[src/include/scp_defs.vh]
// Constants for the serial configuration command parser
`ifndef SCP_DEFS_VH
`define SCP_DEFS_VH

// Characters
`define SCP_CH_CR      8'h0d
`define SCP_CH_QMARK   8'h3f
`define SCP_CH_0       8'h30
`define SCP_CH_1       8'h31
`define SCP_CH_9       8'h39
`define SCP_CH_UA      8'h41
`define SCP_CH_UF      8'h46
`define SCP_CH_LA      8'h61
`define SCP_CH_LF      8'h66
`define SCP_CH_LT      8'h74
`define SCP_CH_UT      8'h54
`define SCP_CH_LE      8'h65
`define SCP_CH_UE      8'h45
`define SCP_CH_US      8'h53
`define SCP_CH_UC      8'h43
`define SCP_CH_UP      8'h50
`define SCP_CH_UR      8'h52
`define SCP_HEX_TEN    4'ha

// Error codes, sent as ASCII digits
`define SCP_ERR_HEADER   8'h31
`define SCP_ERR_LENGTH   8'h32
`define SCP_ERR_CHECKSUM 8'h33
`define SCP_ERR_TIMEOUT  8'h35

// Command buffer and lengths (characters before checksum and CR)
`define SCP_BUF_DEPTH    32
`define SCP_CNT_MAX      6'h20
`define SCP_LEN_STD      6'h05
`define SCP_LEN_EXT      6'h0a
`define SCP_LEN_ONE      6'h01
`define SCP_LEN_RESTART  6'h02
`define SCP_LEN_CANCFG   6'h03
`define SCP_LEN_SERCFG   6'h09
`define SCP_CHK_CHARS    6'h02
`define SCP_POS_DLC_STD  4
`define SCP_POS_DLC_EXT  9
`define SCP_DLC_MAX      4'h8

// Field limits
`define SCP_SER_RATE_MAX 8'h0b
`define SCP_DBITS_MAX    4'h3
`define SCP_STOP_MAX     4'h1
`define SCP_PAR_MAX      4'h2
`define SCP_FLAG_MAX     4'h1
`define SCP_CAN_RATE_MAX 4'h4

// Reset settings: 9600 bps, 8 data, 1 stop, no parity, no checksum, errors on
`define SCP_RST_SER_RATE 4'h7
`define SCP_RST_DBITS    2'h3
`define SCP_RST_STOP     1'h0
`define SCP_RST_PAR      2'h0
`define SCP_RST_CHK      1'h0
`define SCP_RST_ERRRSP   1'h1
`define SCP_RST_CAN_RATE 3'h4

// Timing in 20 MHz core clock cycles: 100 ms receive timeout, 250 ms flash half period
// Kept as sized counts so the 23-bit counters take them without truncation
`define SCP_TIMEOUT_CYC   23'h1e8480
`define SCP_FLASH_CYC     23'h4c4b40

`endif

[src/design/scp_command_parser.v]
// Command interpreter for serial, CAN-rate and restart commands
//
// Overview of operation
// - Data-length code 0..3 gives 5..8 bits
// - Stop code 0 one bit, 1 two
// - Parity code 0 none, 1 odd, 2 even
// - Checksum code turns command checksum checking off/on
// - Error-response code suppresses or permits error replies
// - Rate pair 00..0B maps 110 to 115200 bps
// - Valid serial config saved, then restart, no reply
// - CAN rate command: code plus rate 0..4
// - Valid CAN rate saved, then restart
// - Valid restart command restarts the unit
// - Rejection reply: question mark, code, carriage return
// - Error replies only when error responses enabled
// - Unknown header gives error code 1
// - Only frame, status, clear, config, restart headers
// - Wrong command length gives error code 2
// - Checksum mismatch gives error code 3 when enabled
// - Incomplete command gives code 5; never code 4
// - Run indicator flashes while CAN transmit fails
// - Carriage return ends every command string
// - Checksum: byte sum before CR, two hex chars
`timescale 1ns/1ns
`default_nettype none
`include "scp_defs.vh"

module scp_command_parser #(
  parameter [22:0] TIMEOUT_CYCLES = `SCP_TIMEOUT_CYC,
  parameter [22:0] FLASH_CYCLES   = `SCP_FLASH_CYC
) (
  input  wire       core_clk,
  input  wire       reset_n,
  input  wire       rxValid,
  input  wire [7:0] rxData,
  output reg        txValid,
  output reg  [7:0] txData,
  input  wire       txReady,
  output reg  [3:0] serialRateCode,
  output reg  [1:0] dataBitsCode,
  output reg        twoStopBits,
  output reg  [1:0] parityMode,
  output reg        checksumEnable,
  output reg        errorResponseEnable,
  output reg  [2:0] canRateCode,
  output reg        nvSaveReq,
  output reg        nvSaveCan,
  input  wire       nvSaveDone,
  output reg        restartReq,
  output reg        frameCmdValid,
  output reg  [7:0] frameCmdHead,
  output reg  [5:0] frameCmdLen,
  input  wire       canTxFail,
  output reg        runIndicator
);

  localparam [2:0] ST_RX   = 3'h0;
  localparam [2:0] ST_EVAL = 3'h1;
  localparam [2:0] ST_ERRQ = 3'h2;
  localparam [2:0] ST_ERRC = 3'h3;
  localparam [2:0] ST_ERRR = 3'h4;
  localparam [2:0] ST_NV   = 3'h5;
  localparam [2:0] ST_RST  = 3'h6;

  // Hex digit to {valid, value}; both cases accepted
  function [4:0] hexVal;
    input [7:0] c;
    begin
      if (c >= `SCP_CH_0 && c <= `SCP_CH_9)
        hexVal = {1'b1, c[3:0]};
      else if ((c >= `SCP_CH_UA && c <= `SCP_CH_UF) || (c >= `SCP_CH_LA && c <= `SCP_CH_LF))
        hexVal = {1'b1, c[3:0] + 4'h9};
      else
        hexVal = 5'h00;
    end
  endfunction

  reg [7:0]  cmdBuf [0:`SCP_BUF_DEPTH-1];
  reg [5:0]  rxCount;
  reg        overflow;
  reg [7:0]  runSum;
  reg [2:0]  state;
  reg [7:0]  errCode;
  reg [22:0] idleCount;
  reg [22:0] flashCount;

  // Evaluation results, decoded from the held buffer
  reg [7:0]  next_errCode;
  reg        isFrame;
  reg        isSerCfg;
  reg        isCanCfg;
  reg        isRestart;
  reg [5:0]  bodyLen;
  reg [5:0]  wantLen;
  reg [7:0]  bodySum;
  reg [4:0]  chkHi;
  reg [4:0]  chkLo;
  reg [4:0]  dlc;
  reg [4:0] fRateHi, fRateLo, fData, fStop, fPar, fChk, fErr, fCan;
  reg        fieldsOk;
  reg [4:0]  idxLast;
  reg [4:0]  idxPrev;

  always @* begin
    next_errCode = 8'h00;
    isFrame      = 1'b0;
    isSerCfg     = 1'b0;
    isCanCfg     = 1'b0;
    isRestart    = 1'b0;
    wantLen      = 6'h00;
    fieldsOk     = 1'b1;
    idxLast      = rxCount[4:0] - 5'h01;
    idxPrev      = rxCount[4:0] - 5'h02;
    chkHi        = hexVal(cmdBuf[idxPrev]);
    chkLo        = hexVal(cmdBuf[idxLast]);
    // Checksum pair sits just before CR and is left out of the sum
    bodyLen      = checksumEnable ? rxCount - `SCP_CHK_CHARS : rxCount;
    bodySum      = checksumEnable ? runSum - cmdBuf[idxLast] - cmdBuf[idxPrev] : runSum;
    fRateHi      = hexVal(cmdBuf[2]);
    fRateLo      = hexVal(cmdBuf[3]);
    fData        = hexVal(cmdBuf[4]);
    fStop        = hexVal(cmdBuf[5]);
    fPar         = hexVal(cmdBuf[6]);
    fChk         = hexVal(cmdBuf[7]);
    fErr         = hexVal(cmdBuf[8]);
    fCan         = hexVal(cmdBuf[2]);
    dlc          = hexVal(cmdBuf[`SCP_POS_DLC_STD]);
    // Header recognition
    case (cmdBuf[0])
      `SCP_CH_LT: begin
        isFrame = 1'b1;
        wantLen = `SCP_LEN_STD + {1'b0, dlc[3:0], 1'b0};
      end
      `SCP_CH_LE: begin
        isFrame = 1'b1;
        dlc     = hexVal(cmdBuf[`SCP_POS_DLC_EXT]);
        wantLen = `SCP_LEN_EXT + {1'b0, dlc[3:0], 1'b0};
      end
      `SCP_CH_UT: begin
        isFrame = 1'b1;
        wantLen = `SCP_LEN_STD;
      end
      `SCP_CH_UE: begin
        isFrame = 1'b1;
        dlc     = hexVal(cmdBuf[`SCP_POS_DLC_EXT]);
        wantLen = `SCP_LEN_EXT;
      end
      `SCP_CH_US, `SCP_CH_UC: begin
        isFrame = 1'b1;
        dlc     = {1'b1, 4'h0};
        wantLen = `SCP_LEN_ONE;
      end
      `SCP_CH_UP: begin
        isSerCfg = (cmdBuf[1] == `SCP_CH_0);
        isCanCfg = (cmdBuf[1] == `SCP_CH_1);
        wantLen  = isSerCfg ? `SCP_LEN_SERCFG : `SCP_LEN_CANCFG;
      end
      `SCP_CH_UR: begin
        isRestart = (cmdBuf[1] == `SCP_CH_UA);
        wantLen   = `SCP_LEN_RESTART;
      end
      default: wantLen = 6'h00;
    endcase
    // Field range checks; a bad frame length digit also counts here
    if (isFrame)
      fieldsOk = dlc[4] && dlc[3:0] <= `SCP_DLC_MAX;
    else if (isSerCfg)
      fieldsOk = fRateHi[4] && fRateLo[4] && fData[4] && fStop[4] && fPar[4] && fChk[4]
                 && fErr[4] && {fRateHi[3:0], fRateLo[3:0]} <= `SCP_SER_RATE_MAX
                 && fData[3:0] <= `SCP_DBITS_MAX && fStop[3:0] <= `SCP_STOP_MAX
                 && fPar[3:0] <= `SCP_PAR_MAX && fChk[3:0] <= `SCP_FLAG_MAX
                 && fErr[3:0] <= `SCP_FLAG_MAX;
    else if (isCanCfg)
      fieldsOk = fCan[4] && fCan[3:0] <= `SCP_CAN_RATE_MAX;
    // Priority: header, then overflow or too-short length, then checksum, then length and field values
    if (rxCount == 6'h00 || !(isFrame || isSerCfg || isCanCfg || isRestart))
      next_errCode = `SCP_ERR_HEADER;
    else if (overflow || (checksumEnable && rxCount < `SCP_CHK_CHARS + `SCP_LEN_ONE))
      next_errCode = `SCP_ERR_LENGTH;
    else if (checksumEnable && !(chkHi[4] && chkLo[4] && {chkHi[3:0], chkLo[3:0]} == bodySum))
      next_errCode = `SCP_ERR_CHECKSUM;
    else if (!fieldsOk || bodyLen != wantLen)
      next_errCode = `SCP_ERR_LENGTH;
  end

  // Command buffer with running byte sum; CR is never stored
  always @(posedge core_clk) begin
    if (state == ST_RX && rxValid && rxData != `SCP_CH_CR && rxCount < `SCP_CNT_MAX)
      cmdBuf[rxCount[4:0]] <= rxData;
  end

  // Receive, evaluate and act
  always @(posedge core_clk or negedge reset_n) begin
    if (!reset_n) begin
      state               <= ST_RX;
      rxCount             <= 6'h00;
      overflow            <= 1'b0;
      runSum              <= 8'h00;
      idleCount           <= 23'h000000;
      errCode             <= 8'h00;
      txValid             <= 1'b0;
      txData              <= 8'h00;
      serialRateCode      <= `SCP_RST_SER_RATE;
      dataBitsCode        <= `SCP_RST_DBITS;
      twoStopBits         <= `SCP_RST_STOP;
      parityMode          <= `SCP_RST_PAR;
      checksumEnable      <= `SCP_RST_CHK;
      errorResponseEnable <= `SCP_RST_ERRRSP;
      canRateCode         <= `SCP_RST_CAN_RATE;
      nvSaveReq           <= 1'b0;
      nvSaveCan           <= 1'b0;
      restartReq          <= 1'b0;
      frameCmdValid       <= 1'b0;
      frameCmdHead        <= 8'h00;
      frameCmdLen         <= 6'h00;
    end else begin
      nvSaveReq     <= 1'b0;
      restartReq    <= 1'b0;
      frameCmdValid <= 1'b0;
      case (state)
        ST_RX: begin
          if (rxValid) begin
            idleCount <= 23'h000000;
            if (rxData == `SCP_CH_CR) begin
              state <= ST_EVAL;
            end else begin
              runSum <= runSum + rxData;
              if (rxCount < `SCP_CNT_MAX)
                rxCount <= rxCount + 6'h01;
              else
                overflow <= 1'b1;
            end
          end else if (rxCount != 6'h00 || overflow) begin
            // Only a started command can time out
            if (idleCount >= TIMEOUT_CYCLES - 23'h000001) begin
              rxCount   <= 6'h00;
              overflow  <= 1'b0;
              runSum    <= 8'h00;
              idleCount <= 23'h000000;
              errCode   <= `SCP_ERR_TIMEOUT;
              if (errorResponseEnable)
                state <= ST_ERRQ;
            end else begin
              idleCount <= idleCount + 23'h000001;
            end
          end
        end
        ST_EVAL: begin
          rxCount  <= 6'h00;
          overflow <= 1'b0;
          runSum   <= 8'h00;
          errCode  <= next_errCode;
          if (next_errCode != 8'h00) begin
            // Rejected: nothing saved, no restart
            state <= errorResponseEnable ? ST_ERRQ : ST_RX;
          end else if (isSerCfg) begin
            serialRateCode      <= fRateLo[3:0];
            dataBitsCode        <= fData[1:0];
            twoStopBits         <= fStop[0];
            parityMode          <= fPar[1:0];
            checksumEnable      <= fChk[0];
            errorResponseEnable <= fErr[0];
            nvSaveReq           <= 1'b1;
            nvSaveCan           <= 1'b0;
            state               <= ST_NV;
          end else if (isCanCfg) begin
            canRateCode <= fCan[2:0];
            nvSaveReq   <= 1'b1;
            nvSaveCan   <= 1'b1;
            state       <= ST_NV;
          end else if (isRestart) begin
            state <= ST_RST;
          end else begin
            // Frame, status and clear commands go on to their own handlers
            frameCmdValid <= 1'b1;
            frameCmdHead  <= cmdBuf[0];
            frameCmdLen   <= bodyLen;
            state         <= ST_RX;
          end
        end
        ST_ERRQ: begin
          if (!txValid) begin
            txValid <= 1'b1;
            txData  <= `SCP_CH_QMARK;
          end else if (txReady) begin
            txValid <= 1'b0;
            state   <= ST_ERRC;
          end
        end
        ST_ERRC: begin
          if (!txValid) begin
            txValid <= 1'b1;
            txData  <= errCode;
          end else if (txReady) begin
            txValid <= 1'b0;
            state   <= ST_ERRR;
          end
        end
        ST_ERRR: begin
          if (!txValid) begin
            txValid <= 1'b1;
            txData  <= `SCP_CH_CR;
          end else if (txReady) begin
            txValid <= 1'b0;
            state   <= ST_RX;
          end
        end
        ST_NV: begin
          // Restart only once the save has finished
          if (nvSaveDone)
            state <= ST_RST;
        end
        ST_RST: begin
          restartReq <= 1'b1;
          state      <= ST_RX;
        end
        default: state <= ST_RX;
      endcase
    end
  end

  // Run indicator: steady on, toggled at a fixed rate while CAN sends fail
  always @(posedge core_clk or negedge reset_n) begin
    if (!reset_n) begin
      flashCount   <= 23'h000000;
      runIndicator <= 1'b0;
    end else if (!canTxFail) begin
      flashCount   <= 23'h000000;
      runIndicator <= 1'b1;
    end else if (flashCount >= FLASH_CYCLES - 23'h000001) begin
      flashCount   <= 23'h000000;
      runIndicator <= ~runIndicator;
    end else begin
      flashCount <= flashCount + 23'h000001;
    end
  end

endmodule // scp_command_parser
`default_nettype wire

[config.mk]
export PLATFORM = sky130hd
export DESIGN_NAME = scp_command_parser
export DESIGN_NICKNAME = d
export VERILOG_FILES = /design/src/design/scp_command_parser.v
export VERILOG_INCLUDE_DIRS = /design/src /design/src/include
export SDC_FILE = /design/constraint.sdc
export NUM_CORES = 1
export LEC_CHECK = 0
export BUFFER_PORTS_ARGS = -buffer_cell sky130_fd_sc_hd__buf_2
export CORE_ASPECT_RATIO = 0.5
export CORE_MARGIN = 2
export CORE_UTILIZATION = 65
export CTS_BUF_LIST = sky130_fd_sc_hd__clkbuf_4
export CTS_CLUSTER_DIAMETER = 150
export DETAILED_ROUTE_END_ITERATION = 12
export GPL_ROUTABILITY_DRIVEN = 0
export PLACE_DENSITY = 0.8
export SKIP_CTS_REPAIR_TIMING = 1
export SYNTH_ARGS = -nofsm -noshare
export SYNTH_HDL_FRONTEND = slang
export SYNTH_SLANG_ARGS = --single-unit
[constraint.sdc]
create_clock -name core_clk -period 15.1 [get_ports core_clk]
set_input_delay 1.51 -clock core_clk [delete_from_list [all_inputs] [get_ports core_clk]]
set_output_delay 1.51 -clock core_clk [all_outputs]
set_load 0.01 [all_outputs]
-- Yosys cells after proc, flatten, opt, wreduce, memory -nomap -nowiden
Memories as Yosys holds them, arrays and structs flattened.
Index checks and enable logic that the tools add are counted.
- bits in registers: 114
- RAM bits: 256
- word-level logic and storage cells: 360
- memories: 1
- add/subtract/negate cells: 21
- $lt $le $gt $ge: 72
- eq/ne operators: 42
- mux-type cells: 103
- bitwise gates (word level): 5
- reduce and logical (&&, ||, !) cells: 93
- memory list (memory ; depth ; width ; read ports ; clocked after memory_dff ; wr ports ; RTL line ; text):
    cmdBuf ; 32 ; 8 ; 12 ; 0 ; 1 ; scp_command_parser.v:78 ; reg [7:0] cmdBuf [0:`SCP_BUF_DEPTH-1];
- operators by type and width (operator ; number):
    $ge A8 B7 Y1 const B ; 20
    $le A8 B7 Y1 const B ; 20
    $mux W23 ; 5
    $mux W5 ; 21
    $mux W8 ; 11
    $ge A8 B6 Y1 const B ; 10
    $le A8 B6 Y1 const B ; 10
    $eq A8 B7 Y1 const B ; 9
    $mux W6 ; 10
    $logic_and A1 B1 Y1 ; 51
    $mux W3 ; 16
    $add A23 B1 Y23 const B ; 2
    $pmux W6 S7 ; 1
    $add A4 B4 Y4 const B ; 10
    $pmux W8 S2 ; 2
    $mux W1 ; 30
    $pmux W8 S3 ; 1
    $ge A23 B21 Y1 const B ; 1
    $ge A23 B23 Y1 const B ; 1
    $ne A2 B2 Y1 const B ; 11
    $pmux W3 S6 ; 1
    $logic_or A1 B1 Y1 ; 17
    $eq A8 B6 Y1 const B ; 2
    $reduce_and A4 Y1 ; 4
    45 further kinds ; 70

-- Logic depth before layout (Yosys ltp)
An unclocked memory read counts as a cell.
- depth after elaboration: 29
- depth in mapped cells: 34

-- Worst setup path after synthesis
No wires, ideal clock.
- path type: reg2reg
- from: register rxCount[0]
- to: register frameCmdHead[1] (read register of cmdBuf)
- arrival time: 6.939 ns
- slack: 8.036 ns
- cell stages (with the launch flop): 33
- buffers on the path: 9
- clock period less this slack: 7.064 ns
- cells stage by stage: dfrtp_1 -> buf_2 -> clkinv_1 -> buf_2 -> buf_2 -> buf_2 -> ha_1 -> buf_2 -> buf_2 -> buf_2 -> mux4_2 -> nand2_1 -> nand4_1 -> nand3_1 -> fa_1 -> ha_1 -> or2_2 -> fa_1 -> a21o_1 -> a21oi_1 -> o21bai_1 -> a21oi_1 -> xor2_1 -> mux2i_1 -> o31ai_1 -> a221oi_1 -> a2111oi_0 -> nand4_1 -> o21ai_4 -> and3_1 -> buf_6 -> buf_12 -> mux2_4
- cells in the longest elaborated chain, start to end: 17
- ends and longest elaborated chain (item ; RTL line ; text):
    start: declaration ; scp_command_parser.v:79 ; reg [5:0] rxCount;
    start signal: assignment ; scp_command_parser.v:229 ; rxCount <= rxCount + 6'h01;
    branches (longest 13 deep; another with $mem_v2 Z32 W8) ; - ;
    $mux W6 * ; scp_command_parser.v:176 ; if (rxCount == 6'h00 || !(isFrame || isSerCfg || isCanCfg || isRestart))
    $reduce_bool A8 Y1 * ; scp_command_parser.v:253 ; if (next_errCode != 8'h00) begin
    $not A1 Y1 (no source line) * ; - ;
    $reduce_and A5 Y1 (no source line) * ; - ;
    end: declaration ; scp_command_parser.v:51 ; output reg [7:0] frameCmdHead,
Every way passes the cells marked *.
A chain may end at the register's enable or synchronous reset.

-- Worst setup path in the final report
- from: register rxCount[1]
- to: register frameCmdLen[0]
- cells in the longest elaborated chain, start to end: 17
- ends and longest elaborated chain (item ; RTL line ; text):
    branches (longest 13 deep; another with $mem_v2 Z32 W8) ; - ;
    $mux W6 * ; scp_command_parser.v:176 ;
    $reduce_bool A8 Y1 * ; scp_command_parser.v:253 ;
    $not A1 Y1 (no source line) * ; - ;
    $reduce_and A5 Y1 (no source line) * ; - ;
    end signal: assignment ; scp_command_parser.v:277 ; frameCmdLen <= bodyLen;
    end: declaration ; scp_command_parser.v:52 ; output reg [5:0] frameCmdLen,
Marks and branches as above.

==> impl_metrics.env <==
export IMPL_outcome="finished clean"
export IMPL_routed_wirelength_um=56800
export IMPL_yosys_warnings=0
export IMPL_power_density_nw_per_um2=222
export IMPL_worstHoldStart="idleCount[4]$_DFFE_PN0P_"
export IMPL_rows=46
export IMPL_crit_path_category="register to register"
export IMPL_count_of_cells_along_the_worst_hold_path=1
export IMPL_minimum_period_implied_by_the_final_worst_setup_slack_ns=8.51
export IMPL_synth_cell_type_count=92
export IMPL_setup_tns_final_ns=0
export IMPL_timing_hold_worst_class="register to register"
export IMPL_tightestPinTransition_ns=1.24
export IMPL_die_width_um=256
export IMPL_fin_clk_skew_ns=0.0566
export IMPL_fp_dieArea_um2=33300
export IMPL_number_of_global_route_vias_before_repair=14900
export IMPL_cp_required_ns=15.79
export IMPL_top_signal_layer_used="met4"
export IMPL_fp_coreArea_um2=31500
export IMPL_async_flop_share_pct=29.5
export IMPL_antenna_found_initial=2
export IMPL_cts_root_to_sink_buffers=3
export IMPL_timing_hold_worst_endpoint="idleCount[4]$_DFFE_PN0P_"
export IMPL_reg2reg_capture_point="frameCmdLen[0]$_DFFE_PN0P_"
export IMPL_drt_iter0_markers=2517
export IMPL_avgSynthCellArea_um2=12.4
export IMPL_insertion_delay_ns=0.83
export IMPL_cp_max_fo=58
export IMPL_synth_seq_cells=363
export IMPL_drt_pass1_iterations=9
export IMPL_met3RoutedLength_um=7940
export IMPL_gate_count_post_synth=1668
export IMPL_timing_critical_path_to_type="register"
export IMPL_r2r_slack_ns=6.59
export IMPL_post_route_period_util_pct=56.4
export IMPL_max_cap_violations=0
export IMPL_routed_via_count=15600
export IMPL_worst_r2r_startpoint="rxCount[1]$_DFFE_PN0P_"
export IMPL_worst_setup_hold_path_clk_slew_ns=0.08
export IMPL_clk_root_buffer_cell="sky130_fd_sc_hd__clkbuf_4"
export IMPL_post_route_cells_drive_above_1_share_pct=21.6
export IMPL_synth_compound_area_share_pct=9.50
export IMPL_worst_r2r_path_depth=24
export IMPL_post_synth_fa_ha_maj_area_fraction_pct=4.29
export IMPL_clkSinkCount=363
export IMPL_floorplan_initialDensity_pct=65.6
export IMPL_route_met2_wl_um=25000
export IMPL_synth_edff_count=256
export IMPL_rsz_0062_raised_after_global_routing="no"
export IMPL_cellLeakagePower_uw=0.00825
export IMPL_rel_slew_slack_pct=17.1
export IMPL_timing_critical_path_arrival_ns=9.21
export IMPL_worst_setup_path_start_kind="register"
export IMPL_yosys_mux_area_fraction_pct=17.2
export IMPL_synthToLayoutAreaGrowth_pct=7.25
export IMPL_chipHeight_um=130
export IMPL_globalRouteOverflowTotal=0
export IMPL_simple_gate_fraction_of_synth_area_pct=12.1
export IMPL_max_vdd_ir_drop_mv=0.284
export IMPL_finalSetupViolations=0
export IMPL_synth_top_family_by_area="multiplexers"
export IMPL_post_route_cell_area_um2=22200
export IMPL_cts_made_buffers=80
export IMPL_synth_cell_area_um2=20700
export IMPL_finalNetCount=1817
export IMPL_synthXorXnorAreaFrac_pct=3.11
export IMPL_ys_seq_area_share_pct=50.2
export IMPL_detail_route_drc_violations=0
export IMPL_overall_global_routing_resource_usage_pct=34.2
export IMPL_synth_main_ff_cell="sky130_fd_sc_hd__edfxtp_1"
export IMPL_ant_nets=0
export IMPL_wire_per_inst_um=25.5
export IMPL_postPlaceCellArea_um2=21100
export IMPL_grt_max_degree=68
export IMPL_finalHoldViolCount=0
export IMPL_timing_fmax_ghz=0.117
export IMPL_cts_tree="done"
export IMPL_buffer_ports_inserted=53
export IMPL_timing_max_transition_violations_final=0
export IMPL_h_tree_depth=3
export IMPL_io_pins=56
export IMPL_wl_met1_um=21500
export IMPL_grt_pass1_wl_um=85900
export IMPL_via_per_inst=7.01
export IMPL_detailedPlacementHpwl_um=39000
-- sequential cells by signal, summed over array words and instances (netlist names), 5 cells and up --
| register | cells |
|---|---|
| txData | 5 |
| cmdBuf | 256 |
| frameCmdLen | 6 |
| frameCmdHead | 8 |
| runSum | 8 |
| idleCount | 23 |
| flashCount | 23 |
| rxCount | 6 |
-- cells in the mapped netlist, types with 6 or more instances --
cell                          n  area share, %
sky130_fd_sc_hd__edfxtp_1   256             37
sky130_fd_sc_hd__dfrtp_1    100             12
sky130_fd_sc_hd__o22ai_1     29           0.88
sky130_fd_sc_hd__mux4_2      94             10
sky130_fd_sc_hd__o21ai_0     64            1.6
sky130_fd_sc_hd__inv_1       46           0.84
sky130_fd_sc_hd__a2111oi_0   10           0.42
sky130_fd_sc_hd__nand3_1     69            1.7
sky130_fd_sc_hd__a31oi_1     13           0.39
sky130_fd_sc_hd__mux2i_1     71            3.4
sky130_fd_sc_hd__o21bai_1     8           0.29
sky130_fd_sc_hd__or2_2        9           0.27
sky130_fd_sc_hd__and2_1       9           0.27
sky130_fd_sc_hd__and3_1      17           0.51
sky130_fd_sc_hd__or3b_2       6           0.25
sky130_fd_sc_hd__o21a_1       6           0.22
sky130_fd_sc_hd__nand2b_1     9           0.27
sky130_fd_sc_hd__nor2_1     155            2.8
sky130_fd_sc_hd__clkbuf_1    31           0.56
sky130_fd_sc_hd__dfstp_2      7           0.89
sky130_fd_sc_hd__buf_6       10           0.55
sky130_fd_sc_hd__nor4b_1      8           0.34
sky130_fd_sc_hd__ha_1        58            3.5
sky130_fd_sc_hd__xor2_1      29            1.2
sky130_fd_sc_hd__nand4_1     27           0.82
sky130_fd_sc_hd__a221o_1     13           0.63
sky130_fd_sc_hd__nor3_1      21           0.51
sky130_fd_sc_hd__a21o_1       8           0.29
sky130_fd_sc_hd__nor4_1      11           0.33
sky130_fd_sc_hd__nor2b_1     20           0.61
sky130_fd_sc_hd__buf_4       12           0.44
sky130_fd_sc_hd__mux2_2      52            2.8
sky130_fd_sc_hd__a32oi_1      7           0.30
sky130_fd_sc_hd__nand2_1    123            2.2
sky130_fd_sc_hd__a21oi_1     55            1.3
sky130_fd_sc_hd__or3_1       15           0.45
sky130_fd_sc_hd__xnor2_1     40            1.7
sky130_fd_sc_hd__fa_1         8           0.78
sky130_fd_sc_hd__buf_2       23           0.56
sky130_fd_sc_hd__o31ai_1     16           0.58
sky130_fd_sc_hd__mux2_1       7           0.38
-- through the flow --
stage	hold slack, ns	util [%]	std cells	setup slack (ns)	power, uW
6_report	0.485	70.4	2226	6.59	4910
3_3_place_gp	0.468	67.0	2087	6.91	3920
3_5_place_dp	0.476	67.0	2087	6.68	4030
5_1_grt	0.495	70.4	2226	6.02	5180
4_1_cts	0.485	70.4	2224	6.70	4840
2_1_floorplan	0.446	-	1669	8.04	3410
-- how the worst max path moves through the flow --
stage / start / endpoint / slack (ns) / cells after the start
6_report: rxCount[1]$_DFFE_PN0P_ / frameCmdLen[0]$_DFFE_PN0P_ / 6.59 / 24
3_3_place_gp: rxCount[1]$_DFFE_PN0P_ / frameCmdLen[2]$_DFFE_PN0P_ / 6.91 / 24
5_1_grt: rxCount[1]$_DFFE_PN0P_ / frameCmdLen[0]$_DFFE_PN0P_ / 6.02 / 24
4_1_cts: rxCount[1]$_DFFE_PN0P_ / frameCmdLen[0]$_DFFE_PN0P_ / 6.70 / 24
2_1_floorplan: rxCount[0]$_DFFE_PN0P_ / frameCmdHead[1]$_DFFE_PN0P_ / 8.04 / 32
3_5_place_dp: rxCount[1]$_DFFE_PN0P_ / frameCmdLen[3]$_DFFE_PN0P_ / 6.68 / 24
-- critical path, cell delays in order, from the launching register on --
cell and delay [ns]:
sky130_fd_sc_hd__dfrtp_4 0.76, sky130_fd_sc_hd__clkinv_2 0.32, sky130_fd_sc_hd__ha_4 0.54, sky130_fd_sc_hd__buf_4 0.85, sky130_fd_sc_hd__mux4_2 0.61, sky130_fd_sc_hd__nand2_1 0.08
sky130_fd_sc_hd__nand4_1 0.11, sky130_fd_sc_hd__nand3_1 0.35, sky130_fd_sc_hd__fa_1 0.51, sky130_fd_sc_hd__ha_1 0.22, sky130_fd_sc_hd__or2_2 0.31, sky130_fd_sc_hd__fa_1 0.41
sky130_fd_sc_hd__a21o_1 0.20, sky130_fd_sc_hd__a21oi_1 0.22, sky130_fd_sc_hd__o21bai_1 0.09, sky130_fd_sc_hd__a21oi_1 0.17, sky130_fd_sc_hd__xor2_1 0.16, sky130_fd_sc_hd__mux2i_1 0.10
sky130_fd_sc_hd__o31ai_1 0.11, sky130_fd_sc_hd__a221oi_1 0.09, sky130_fd_sc_hd__a2111oi_0 0.37, sky130_fd_sc_hd__nand4_1 0.35, sky130_fd_sc_hd__o21ai_4 0.32, sky130_fd_sc_hd__and3_1 0.64
sky130_fd_sc_hd__mux2_2 0.41
-- area by class of cell --
| cell class | instances | area (um^2) |
|---|---|---|
| well taps | 432 | 541 |
| flip-flops and latches | 363 | 10400 |
| fillers | 2147 | 9320 |
| repair buffers | 71 | 403 |
| clock inverters | 24 | 213 |
| multi-input cells | 1172 | 9590 |
| clock buffers | 113 | 848 |
| diodes | 2 | 5.00 |
| inverters | 49 | 185 |
-- report_power, final --
group	leakage (uW)	internal, uW	switching [uW]
registers	0.00371	1110	82.6
logic	0.00392	1240	1670
clock network	0.000617	414	397
-- per-layer routing --
metal  global-route usage (%)  vias up
li1                         -     6578
met1                     46.3     7607
met2                     51.4     1222
met3                     11.3      208
met4                     14.9        0
met5                        0        -
-- kinds of logic after synthesis --
family / count (synthesis)
compound gates: 288
xor+xnor: 71
fa+ha+maj: 66
buf+inv: 134
flops: 363
mux: 228
other cells: 1
simple gates: 517
-- placed cells by master, fill, tap and decap left out, types with 29 or more instances in the layout --
cell type	n
sky130_fd_sc_hd__ha_1	57
sky130_fd_sc_hd__o21ai_0	64
sky130_fd_sc_hd__nand2_1	123
sky130_fd_sc_hd__nor2_1	155
sky130_fd_sc_hd__xnor2_1	40
sky130_fd_sc_hd__mux2i_1	71
sky130_fd_sc_hd__o22ai_1	29
sky130_fd_sc_hd__clkbuf_4	113
sky130_fd_sc_hd__mux4_2	94
sky130_fd_sc_hd__inv_1	46
sky130_fd_sc_hd__buf_2	52
sky130_fd_sc_hd__a21oi_1	55
sky130_fd_sc_hd__xor2_1	29
sky130_fd_sc_hd__mux2_2	52
sky130_fd_sc_hd__edfxtp_1	256
sky130_fd_sc_hd__dfrtp_1	98
sky130_fd_sc_hd__nand3_1	69
(Power assumes the default switching activity.)
